<file path="src/shared/packed_shift_regs.svh">
`ifndef PACKED_SHIFT_REGS_SVH
`define PACKED_SHIFT_REGS_SVH
`define PSH_OPC_MSB 31
`define PSH_OPC_LSB 26
`define PSH_OPC_VAL 6'h08
`define PSH_RT_MSB 25
`define PSH_RT_LSB 21
`define PSH_RS_MSB 20
`define PSH_RS_LSB 16
`define PSH_RD_MSB 15
`define PSH_RD_LSB 11
`define PSH_QB_SA_MSB 15
`define PSH_QB_SA_LSB 13
`define PSH_QB_RND_BIT 12
`define PSH_QB_TAIL_VAL 12'h1ff
`define PSH_PH_SA_MSB 15
`define PSH_PH_SA_LSB 12
`define PSH_RND_BIT 10
`define PSH_SUB_MSB 9
`define PSH_SUB_LSB 3
`define PSH_SUB_FIX_PH 7'h66
`define PSH_SUB_VAR_PH 7'h31
`define PSH_SUB_VAR_QB 7'h39
`define PSH_POOL_VAL 3'h5
`define PSH_QB_TAIL_MSB 11
`define PSH_QB_TAIL_LSB 0
`define PSH_POOL_MSB 2
`define PSH_POOL_LSB 0
`define PSH_QB_CNT_MSB 2
`define PSH_PH_CNT_MSB 3
`define PSH_CNT_LSB 0
`define PSH_RESULT_RST 32'h0000_0000
`define PSH_DEST_RST 5'h00
`define PSH_EXC_NONE 2'h0
`define PSH_EXC_RESERVED 2'h1
`define PSH_EXC_DSP_OFF 2'h2
`endif

</file>
<file path="src/shared/packed_shift_pkg.sv">
package packed_shift_pkg;
  typedef enum logic [3:0] {
    OP_NONE = 4'b0000,
    OP_FIX_QB = 4'b0001,
    OP_FIX_QB_R = 4'b0010,
    OP_FIX_PH = 4'b0011,
    OP_FIX_PH_R = 4'b0100,
    OP_VAR_PH = 4'b0101,
    OP_VAR_PH_R = 4'b0110,
    OP_VAR_QB = 4'b0111,
    OP_VAR_QB_R = 4'b1000
  } shift_op_e;
  typedef logic [1:0] exc_code_t;
endpackage : packed_shift_pkg

</file>
<file path="src/rtl/lane_arith_shift.sv">
`timescale 1ns/1ps
`default_nettype none
// one signed lane: arithmetic right shift, optional rounding
module lane_arith_shift #(
  parameter int WIDTH = 8,
  parameter int SW = 3
) (
  input wire logic [WIDTH-1:0] value_in,
  input wire logic [SW-1:0] amount_in,
  input wire logic round_in,
  output logic [WIDTH-1:0] result_out
);
  logic [WIDTH:0] ext;
  logic signed [WIDTH:0] shifted;
  logic [WIDTH:0] rnd;
  always_comb begin
    // shifting value||0 by amount keeps the top discarded bit at bit 0
    ext = {value_in, 1'b0};
    shifted = '0;
    rnd = '0;
    if (amount_in == '0) begin
      result_out = value_in;
    end else if (round_in) begin
      shifted = $signed(ext) >>> amount_in;
      rnd = shifted + (WIDTH+1)'(1);
      result_out = rnd[WIDTH:1];
    end else begin
      result_out = WIDTH'($signed(value_in) >>> amount_in);
    end
  end
endmodule : lane_arith_shift
`default_nettype wire

</file>
<file path="src/rtl/packed_arith_right_shifter.sv">
`timescale 1ns/1ps
`default_nettype none
`include "packed_shift_regs.svh"
// Functional notes
// - fixed byte shift, four lanes independently
// - fixed byte amount is three bits
// - byte rounding adds one at top discard
// - decode fixed byte form and tail
// - fixed halfword shift with sign replication
// - decode fixed halfword form, four-bit amount
// - halfword rounding adds one at top discard
// - halfword rounding uses 17-bit increment
// - variable halfword shift of target register
// - variable halfword count from source bits 3..0
// - decode variable halfword form
// - variable byte count from source bits 2..0
// - no data-dependent exceptions
// - check DSP access, else raise exception
module packed_arith_right_shifter (
  input wire logic clk_in,
  input wire logic nrst_in,
  input wire logic issue_in,
  input wire logic [31:0] instr_in,
  input wire logic [31:0] source_field_in,
  input wire logic [31:0] target_field_in,
  input wire logic dsp_present_in,
  input wire logic dsp_enabled_in,
  output logic done_out,
  output logic [31:0] result_out,
  output logic [4:0] dest_reg_out,
  output logic write_en_out,
  output logic [1:0] exc_out,
  output logic decoded_out
);
  // ==================================================================
  // helpers
  // plain or rounding member of a form, picked by its rounding bit
  function automatic packed_shift_pkg::shift_op_e pick_form(
    input logic rnd,
    input packed_shift_pkg::shift_op_e plain,
    input packed_shift_pkg::shift_op_e rounded
  );
    return rnd ? rounded : plain;
  endfunction : pick_form

  function automatic logic is_shift_op(
    input packed_shift_pkg::shift_op_e o
  );
    return o != packed_shift_pkg::OP_NONE;
  endfunction : is_shift_op

  // ==================================================================
  // decode
  packed_shift_pkg::shift_op_e op;
  logic known;
  logic [4:0] dest;
  logic [4:0] tgt_idx;
  logic [4:0] dst_idx;
  logic [6:0] sub;
  assign sub = instr_in[`PSH_SUB_MSB:`PSH_SUB_LSB];
  assign tgt_idx = instr_in[`PSH_RT_MSB:`PSH_RT_LSB];
  assign dst_idx = instr_in[`PSH_RD_MSB:`PSH_RD_LSB];

  // the fixed byte tail is tested first: it has no pool code in bits 2..0
  always_comb begin
    op = packed_shift_pkg::OP_NONE;
    dest = '0;
    if (instr_in[`PSH_OPC_MSB:`PSH_OPC_LSB] != `PSH_OPC_VAL) begin
      op = packed_shift_pkg::OP_NONE;
    end else if (instr_in[`PSH_QB_TAIL_MSB:`PSH_QB_TAIL_LSB]
                 == `PSH_QB_TAIL_VAL) begin
      op = pick_form(instr_in[`PSH_QB_RND_BIT], packed_shift_pkg::OP_FIX_QB,
                     packed_shift_pkg::OP_FIX_QB_R);
      dest = tgt_idx;
    end else if (instr_in[`PSH_POOL_MSB:`PSH_POOL_LSB] != `PSH_POOL_VAL) begin
      op = packed_shift_pkg::OP_NONE;
    end else if (sub == `PSH_SUB_FIX_PH) begin
      op = pick_form(instr_in[`PSH_RND_BIT], packed_shift_pkg::OP_FIX_PH,
                     packed_shift_pkg::OP_FIX_PH_R);
      dest = tgt_idx;
    end else if (sub == `PSH_SUB_VAR_PH) begin
      op = pick_form(instr_in[`PSH_RND_BIT], packed_shift_pkg::OP_VAR_PH,
                     packed_shift_pkg::OP_VAR_PH_R);
      dest = dst_idx;
    end else if (sub == `PSH_SUB_VAR_QB) begin
      op = pick_form(instr_in[`PSH_RND_BIT], packed_shift_pkg::OP_VAR_QB,
                     packed_shift_pkg::OP_VAR_QB_R);
      dest = dst_idx;
    end
  end
  assign known = is_shift_op(op);

  // ==================================================================
  // operand selection
  logic byte_mode;
  logic fixed_form;
  logic round_sel;
  logic [31:0] operand;
  logic [2:0] qb_amt;
  logic [3:0] ph_amt;

  always_comb begin
    byte_mode = 1'b0;
    fixed_form = 1'b0;
    round_sel = 1'b0;
    case (op)
      packed_shift_pkg::OP_FIX_QB: begin
        byte_mode = 1'b1;
        fixed_form = 1'b1;
      end
      packed_shift_pkg::OP_FIX_QB_R: begin
        byte_mode = 1'b1;
        fixed_form = 1'b1;
        round_sel = 1'b1;
      end
      packed_shift_pkg::OP_FIX_PH: fixed_form = 1'b1;
      packed_shift_pkg::OP_FIX_PH_R: begin
        fixed_form = 1'b1;
        round_sel = 1'b1;
      end
      packed_shift_pkg::OP_VAR_PH_R: round_sel = 1'b1;
      packed_shift_pkg::OP_VAR_QB: byte_mode = 1'b1;
      packed_shift_pkg::OP_VAR_QB_R: begin
        byte_mode = 1'b1;
        round_sel = 1'b1;
      end
      default: ;
    endcase
  end

  // fixed forms read the source register, variable ones the target
  assign operand = fixed_form ? source_field_in : target_field_in;
  // variable forms ignore every count bit above the lane's width
  assign qb_amt = fixed_form
                  ? instr_in[`PSH_QB_SA_MSB:`PSH_QB_SA_LSB]
                  : source_field_in[`PSH_QB_CNT_MSB:`PSH_CNT_LSB];
  assign ph_amt = fixed_form
                  ? instr_in[`PSH_PH_SA_MSB:`PSH_PH_SA_LSB]
                  : source_field_in[`PSH_PH_CNT_MSB:`PSH_CNT_LSB];

  // ==================================================================
  // lanes
  logic [31:0] qb_res;
  logic [31:0] ph_res;

  // each lane rounds in its own width+1 bits, so carries stay local
  for (genvar i = 0; i < 4; i++) begin : g_qb
    lane_arith_shift #(.WIDTH(8), .SW(3)) u_lane (
      .value_in(operand[8*i +: 8]),
      .amount_in(qb_amt),
      .round_in(round_sel),
      .result_out(qb_res[8*i +: 8])
    );
  end
  for (genvar j = 0; j < 2; j++) begin : g_ph
    lane_arith_shift #(.WIDTH(16), .SW(4)) u_lane (
      .value_in(operand[16*j +: 16]),
      .amount_in(ph_amt),
      .round_in(round_sel),
      .result_out(ph_res[16*j +: 16])
    );
  end

  // unknown words take the halfword path; nothing is written back for them
  logic [31:0] next_result;
  assign next_result = byte_mode ? qb_res : ph_res;

  // ==================================================================
  // access check and exception
  packed_shift_pkg::exc_code_t exc;
  logic commit;
  always_comb begin
    // only access checks raise exceptions; data never does
    exc = `PSH_EXC_NONE;
    if (known) begin
      if (!dsp_present_in) begin
        exc = `PSH_EXC_RESERVED;
      end else if (!dsp_enabled_in) begin
        exc = `PSH_EXC_DSP_OFF;
      end
    end
  end
  assign commit = issue_in && known && (exc == `PSH_EXC_NONE);

  // ==================================================================
  // result register
  // one-cycle pulses that frame each issue
  always_ff @(posedge clk_in or negedge nrst_in) begin
    if (!nrst_in) begin
      done_out <= 1'b0;
      decoded_out <= 1'b0;
      write_en_out <= 1'b0;
    end else begin
      done_out <= issue_in;
      decoded_out <= issue_in && known;
      write_en_out <= commit;
    end
  end

  // the exception code stands only with its done pulse
  always_ff @(posedge clk_in or negedge nrst_in) begin
    if (!nrst_in) begin
      exc_out <= `PSH_EXC_NONE;
    end else begin
      exc_out <= issue_in ? exc : `PSH_EXC_NONE;
    end
  end

  // index and data hold until the next issue
  always_ff @(posedge clk_in or negedge nrst_in) begin
    if (!nrst_in) begin
      dest_reg_out <= `PSH_DEST_RST;
    end else if (issue_in) begin
      dest_reg_out <= dest;
    end
  end

  always_ff @(posedge clk_in or negedge nrst_in) begin
    if (!nrst_in) begin
      result_out <= `PSH_RESULT_RST;
    end else if (issue_in) begin
      result_out <= next_result;
    end
  end
endmodule : packed_arith_right_shifter
`default_nettype wire

</file>
<file path="config.mk">
export PLATFORM = sky130hd
export DESIGN_NAME = packed_arith_right_shifter
export DESIGN_NICKNAME = d
export VERILOG_FILES = /design/src/shared/packed_shift_pkg.sv /design/src/rtl/lane_arith_shift.sv /design/src/rtl/packed_arith_right_shifter.sv
export VERILOG_INCLUDE_DIRS = /design/src /design/src/shared
export SDC_FILE = /design/constraint.sdc
export NUM_CORES = 1
export LEC_CHECK = 0
export BUFFER_PORTS_ARGS = -buffer_cell sky130_fd_sc_hd__buf_4
export CORE_MARGIN = 10
export CORE_UTILIZATION = 53
export DETAILED_ROUTE_END_ITERATION = 10
export GPL_TIMING_DRIVEN = 0
export PLACE_DENSITY = 0.79
export SYNTH_ARGS = -nofsm -noshare
export SYNTH_HDL_FRONTEND = slang
export SYNTH_HIERARCHICAL = 1
export SYNTH_SLANG_ARGS = --single-unit
</file>
<file path="constraint.sdc">
create_clock -name clk_in -period 0.8 [get_ports clk_in]
set_clock_uncertainty 0.1 [all_clocks]
set_input_delay 0.16 -clock clk_in [delete_from_list [all_inputs] [get_ports clk_in]]
set_output_delay 0.16 -clock clk_in [all_outputs]
set_load 0.05 [all_outputs]
</file>
After elaboration in Yosys (flattened, before gate mapping) --
Index checks and enable logic that the tools add are counted.
Word-level totals: input bits 101, register bits 42
Operators by class: equal/unequal tests 13, add/sub/neg operators 6, shift-type cells 12, multiplexer cells 39, reduce and logical (&&, ||, !) cells 9
Operators by type and width (count):
- 16-bit 2-to-1 mux | 4
- 32-bit 2-to-1 mux | 2
- 8-bit 2-to-1 mux | 8
- 9-bit by 2-bit adder with 9-bit output, second input constant | 4
- 9-bit by 3-bit >>> shifter with 9-bit output | 4
- 17-bit by 2-bit adder with 17-bit output, second input constant | 2
- 17-bit by 4-bit >>> shifter with 17-bit output | 2
- 4-bit 2-to-1 mux | 8
- 16-bit by 4-bit >>> shifter with 16-bit output | 2
- 8-bit by 3-bit >>> shifter with 8-bit output | 4
- 5-bit 2-to-1 mux | 6
- 7-bit by 6-bit equality test with 1-bit output, second input constant | 2
- 12-bit by 9-bit equality test with 1-bit output, second input constant | 1
- 4-bit by 3-bit equality test with 1-bit output, second input constant | 3
- 2-bit 2-to-1 mux | 6
- 4-bit OR reduction | 3
- 4-bit by 2-bit equality test with 1-bit output, second input constant | 2
- 7-bit equality test, second input constant | 1
- 3-bit 2-to-1 mux | 2
- 6-bit by 4-bit != test with 1-bit output, second input constant | 1
- 4-bit by 1-bit equality test with 1-bit output, second input constant | 1
- 4-bit equality test, second input constant | 1
- 4-bit zero test | 1
- 4-bit nonzero test | 1
- 5 further kinds | 8

Longest topological paths before layout --
depth in word-level cells 16, mapped depth 24

Cells and area by module --
The synthesis kept the hierarchy.
By module, submodules not included:
- packed_arith_right_shifter | times used 1, area an instance 3046.7 um2, sequential area each 1051.0 um2, cells an instance 306
- lane_arith_shift (g_ph[0].u_lane ...) | times used 2, area an instance 1493.9 um2, sequential area each 0.0 um2, cells an instance 182
- lane_arith_shift (g_qb[0].u_lane ...) | times used 4, area an instance 598.1 um2, sequential area each 0.0 um2, cells an instance 68

Worst setup path before layout --
OpenSTA, ideal clock, no wires.
path kind input to register, start in instr_in[9], end reg result_out[13], data arrival time 4673 ps, data required time 555 ps, stages 21, setup slack -4119 ps, buffers on the path 4, cell sequence nand4b_4 -> or3_4 -> or4_4 -> a31oi_1 -> buf_4 -> buf_6 -> mux2_1 -> buf_6 -> buf_12 -> mux2i_1 -> mux4_2 -> mux2i_4 -> ha_1 -> nand2_1 -> a2111oi_0 -> a31oi_1 -> nor4_1 -> xor2_1 -> o21ai_1 -> nand4_1 -> o221ai_2
On the way: word-level cells in the longest chain between the ends 16, elaborated cells between the ends (all ways) 39, those cells by class add/sub: 2; eq/ne: 11; shift: 4; mux: 17; reduce/logical: 5
RTL lines:
- start, declared | line packed_arith_right_shifter.sv:23 | input wire logic [31:0] instr_in,
- 7-bit by 6-bit equality test with 1-bit output (no source line)
- 4-bit 2-to-1 mux | line packed_arith_right_shifter.sv:85 | end else if (sub == `PSH_SUB_VAR_QB) begin
- 4-bit 2-to-1 mux | line packed_arith_right_shifter.sv:81 | end else if (sub == `PSH_SUB_VAR_PH) begin
- 4-bit 2-to-1 mux | line packed_arith_right_shifter.sv:77 | end else if (sub == `PSH_SUB_FIX_PH) begin
- 4-bit 2-to-1 mux | line packed_arith_right_shifter.sv:75 | end else if (instr_in[`PSH_POOL_MSB:`PSH_POOL_LSB] != `PSH_POOL_VAL) begin
- 4-bit 2-to-1 mux * | line packed_arith_right_shifter.sv:70 | end else if (instr_in[`PSH_QB_TAIL_MSB:`PSH_QB_TAIL_LSB]
- 4-bit 2-to-1 mux * | line packed_arith_right_shifter.sv:68 | if (instr_in[`PSH_OPC_MSB:`PSH_OPC_LSB] != `PSH_OPC_VAL) begin
- 4-bit by 3-bit equality test with 1-bit output (tied with other cells) | line packed_arith_right_shifter.sv:106 | case (op)
- [... 2 more ...]
- 4-bit 2-to-1 mux * | line packed_arith_right_shifter.sv:137 | assign ph_amt = fixed_form
- via ph_amt[1] | line packed_arith_right_shifter.sv:100 | logic [3:0] ph_amt;
- 17-bit by 4-bit >>> shifter with 17-bit output | line lane_arith_shift.sv:24 | shifted = $signed(ext) >>> amount_in;
- 17-bit by 2-bit adder with 17-bit output | line lane_arith_shift.sv:25 | rnd = shifted + (WIDTH+1)'(1);
- 16-bit 2-to-1 mux | line lane_arith_shift.sv:23 | end else if (round_in) begin
- 16-bit 2-to-1 mux * | line lane_arith_shift.sv:21 | if (amount_in == '0) begin
- via ph_res[13] | line packed_arith_right_shifter.sv:144 | logic [31:0] ph_res;
- 32-bit 2-to-1 mux * | line packed_arith_right_shifter.sv:166 | assign next_result = byte_mode ? qb_res : ph_res;
- end signal, assigned | line packed_arith_right_shifter.sv:220 | result_out <= `PSH_RESULT_RST;
- end signal, assigned | line packed_arith_right_shifter.sv:222 | result_out <= next_result;
- end, declared | line packed_arith_right_shifter.sv:29 | output logic [31:0] result_out,
The timed path passes the listed nets; every way through them passes the cells marked *. A chain may end at the register's enable or synchronous reset.

Final worst setup path --
start in instr_in[9], end reg result_out[12]
On the way: word-level cells in the longest chain between the ends 16, elaborated cells between the ends (all ways) 39, those cells by class add/sub: 2; eq/ne: 11; shift: 4; mux: 17; reduce/logical: 5
RTL lines:
- 7-bit by 6-bit equality test with 1-bit output (no source line)
- 4-bit 2-to-1 mux | line packed_arith_right_shifter.sv:85
- 4-bit 2-to-1 mux | line packed_arith_right_shifter.sv:81
- 4-bit 2-to-1 mux | line packed_arith_right_shifter.sv:77
- 4-bit 2-to-1 mux | line packed_arith_right_shifter.sv:75
- 4-bit 2-to-1 mux * | line packed_arith_right_shifter.sv:70
- 4-bit 2-to-1 mux * | line packed_arith_right_shifter.sv:68
- 4-bit by 3-bit equality test with 1-bit output (tied with other cells) | line packed_arith_right_shifter.sv:106
- [... 2 more ...]
- 3-bit 2-to-1 mux * | line packed_arith_right_shifter.sv:134 | assign qb_amt = fixed_form
- via qb_amt[0] | line packed_arith_right_shifter.sv:99 | logic [2:0] qb_amt;
- 9-bit by 3-bit >>> shifter with 9-bit output | line lane_arith_shift.sv:24
- 9-bit by 2-bit adder with 9-bit output | line lane_arith_shift.sv:25
- 8-bit 2-to-1 mux | line lane_arith_shift.sv:23
- 8-bit 2-to-1 mux * | line lane_arith_shift.sv:21
- via qb_res[12] | line packed_arith_right_shifter.sv:143 | logic [31:0] qb_res;
- 32-bit 2-to-1 mux * | line packed_arith_right_shifter.sv:166
Marked as above.

==> impl_metrics.py <==
metrics = {
    "status": {
        "outcome": "complete, but fails checks",
        "violations": "hold timing, setup timing",
    },
    "sta": {
        "timing.hold.ws_ps": -241.8,
        "slew_viol_final": 0,
        "worst_slew_pin_slew_ps": 1063,
        "fin_ws_ps": -3973,
        "maxSlewHeadroom_pct": 28.98,
        "rsz0062_at_grt": "true",
        "setup_viol": 83,
        "hold_viol": 43,
        "min_period_ps": 4773,
        "timing.fmax_ghz": 0.2095,
        "period_share_pct": 596.6,
    },
    "worst_hold_path": {
        "min_path_type": "input pin to asynchronous set/reset pin",
    },
    "placement": {
        "dp_hpwl_um": 21290,
        "routabilityCongestion": 0.9520,
        "dp_slack_ps": -4698,
        "dpl_cell_area_sq_um": 9998,
        "portBuffers": 136,
    },
    "run": {
        "drv_cap": 0,
    },
    "worst_setup_path": {
        "r2r_start": "result_out[10]",
        "required_ps": 910,
        "cp.arrival_ps": 4880,
        "crit_fanout": 6,
        "timing_worst_setup_path_type": "input pin to register",
        "r2r_cells": 4,
        "cp-end-kind": "register",
        "timing.rr.end": "result_out[10]",
        "startpoint_type": "input pin",
        "r2r_slack_ps": -290,
    },
    "synth": {
        "synth.distinct_cells": 77,
        "synth_edf_count": 0,
        "synth_cells": 942,
        "seq_area_frac_synth_pct": 12.47,
        "synth.avg_cell_area_sq_um": 8.946,
        "async_reset_ff_share_pct": 100.0,
        "synth_area_sq_um": 8427,
        "syn-num-nets": 1049,
        "synth_seq_cells": 42,
        "synth_top_flop_cell": "dfrtp_1",
        "yosysWarnings": 6,
    },
    "global_routing": {
        "antenna_found_initial": 0,
        "grtUsageTotal_pct": 26.26,
        "grt_pass1_vias": 8634,
        "grt_pass1_wl_um": 46830,
        "grt_remaining_overflow": 0,
        "grt_start_max_net_pins": 43,
    },
    "floorplan": {
        "die_area_sq_um": 21340,
        "num_rows": 46,
        "boundaryPins": 143,
        "core_sq_um": 15710,
        "start_util_pct": 53.63,
        "die_x_um": 146.1,
        "die_y_um": 146.1,
    },
    "detailed_routing": {
        "num_vias": 9046,
        "avgViaCountPerCell": 6.513,
        "post_drt_wl_per_cell_um": 22.02,
        "wl_um": 30580,
        "drc": 0,
        "drtIter0Drc": 771,
        "firstDrtPassIters": 6,
        "drtAntennaViolNets": 0,
    },
    "clock_network": {
        "htree_levels": 2,
        "cts_tree": "built",
        "hold_buffers": 2,
        "clk_path_buf_depth": 2,
        "cts_root_buf": "clkbuf_16",
        "clkLatencyLatePin_ps": 290,
        "clkTransAtPathRegs_ps": 70,
        "cts_buffers": 5,
        "numClockSinks": 42,
    },
    "layout": {
        "num-fill-cells": 1082,
        "area_growth_pct": 37.61,
        "stdcell_area_sq_um": 11600,
        "num-nets-final": 1279,
        "final_util_pct": 73.80,
        "drive_gt1_share_pct": 46.29,
        "n_antenna_cell": 0,
    },
    "power_and_ir_drop": {
        "p_per_area_nw_per_um2": 1019,
        "vdd_ir_drop_max_mv": 0.8369,
        "p_leak_nw": 4.713,
    },
}
==> registers in the layout, summed over array words and instances (netlist names) <==
signal        count
write_en_out      1
dest_reg_out      5
exc_out           2
result_out       32
decoded_out       1
done_out          1
==> synthesized netlist by cell type, types with 11 or more instances <==
cell type	n	area (sq um)
inv_1	72	270.3
buf_2	18	90.09
mux4_1	40	1051
o21ai_0	58	290.3
xnor2_1	24	210.2
clkbuf_1	24	90.09
mux2_2	21	236.5
mux4_2	16	360.4
nor2_1	47	176.4
a31oi_1	11	68.82
dfrtp_1	42	1051
mux2_1	39	439.2
nand4_1	32	200.2
and2_1	12	75.07
nor3_1	23	115.1
o221ai_2	30	450.4
mux2i_1	50	500.5
a21oi_1	39	195.2
nand2_1	111	416.7
xor2_1	20	175.2
==> report_power, final <==
group | internal (mW) | switching (mW)
combinational | 2.96 | 3.80
sequential | 2.37 | 0.221
clock | 1.50 | 0.959
total | 6.83 | 4.98
==> timing repair <==
action	4_1_cts	5_1_grt
gates cloned	1	0
resized for setup	136	78
pin swaps	33	20
buffers inserted	54	36
endpoints found under the setup margin	83	83
hold endpoints to repair	45	43
==> worst max path at each step <==
stage,start,endpoint,slack [ps],cells past startpoint
after global routing,instr_in[7],result_out[12],-4120,23
after global placement,instr_in[9],result_out[13],-4680,21
final,instr_in[9],result_out[12],-3970,21
after detailed placement,instr_in[9],result_out[29],-4700,21
after floorplan,instr_in[9],result_out[13],-3740,21
after CTS,instr_in[9],result_out[29],-3950,22
==> per-stage QoR <==
stage	TNS, ps	total power, mW	instances	hold slack, ps
6_report	-141230	11.81	1389	-241.8
3_5_place_dp	-153820	8.286	1294	87.86
2_1_floorplan	-119860	6.623	942	-235.6
3_3_place_gp	-153630	8.191	1294	85.35
5_1_grt	-146260	12.31	1389	-191.6
4_1_cts	-138340	11.28	1357	-221.9
==> routing by layer <==
| layer | track usage [%] | wire, um |
|---|---|---|
| met2 | 43.40 | 14340 |
| met4 | 6.507 | 919 |
| met5 | 0 | 0 |
| met1 | 34.41 | 12480 |
| met3 | 5.346 | 2844 |
==> critical path, stage by stage <==
cell and delay [ps]:
buf_6 90, nand4b_4 190, or3_4 380, or4_4 520
a31oi_4 270, buf_12 170, buf_12 120, buf_4 110
buf_6 80, buf_6 80, mux2_4 380, buf_6 140
buf_8 120, buf_12 120, mux2i_1 120, mux4_2 530
or4b_4 540, or3_4 390, a21oi_2 140, nand2_1 70
o221ai_2 170
==> cells in the final DEF, fill, tap and decap left out, types with 8 or more instances in the layout <==
master    instances
o221ai_2         33
buf_4           169
nand3_1           9
mux2_4           13
a21oi_1          32
mux2_2           33
dfrtp_2          40
xor2_1           17
mux4_1           35
xnor2_1          21
inv_1            66
buf_2            15
buf_6            59
mux2_1           14
o211ai_1          9
mux4_2           21
o21ai_0          38
nor4_4           12
nor2_1           43
and2_1           12
or2_2             8
nor3_1           16
clkbuf_1         21
mux2i_1          41
nand2b_1          8
nand4_1          32
buf_12           10
o32ai_1           8
nand2_1         106
o21ai_1          23
buf_8            13
==> cell type report <==
class                      count  area [sq um]  share of cell area [%]
multi-input combinational    756          7216                   62.22
clock inverter                 3         48.80                  0.4208
tap                          216         270.3                   2.331
inverter                      72         277.8                   2.395
buffer                        67         546.8                   4.715
sequential                    42          1101                   9.495
clock buffer                   5         125.1                   1.079
timing repair buffer         228          2011                   17.34
==> cells by family after synthesis <==
family	count (synthesis)	synth area share (%)
AOI/OAI and AO/OA	221	19.78
xor gates and xnor gates	44	4.573
adders and majority gates	6	0.8908
buffers and inverters	144	9.711
DFF	42	12.47
muxes	170	31.57
and+or+nand+nor	315	21.01
Note: power is estimated with default switching activity, not from simulation.
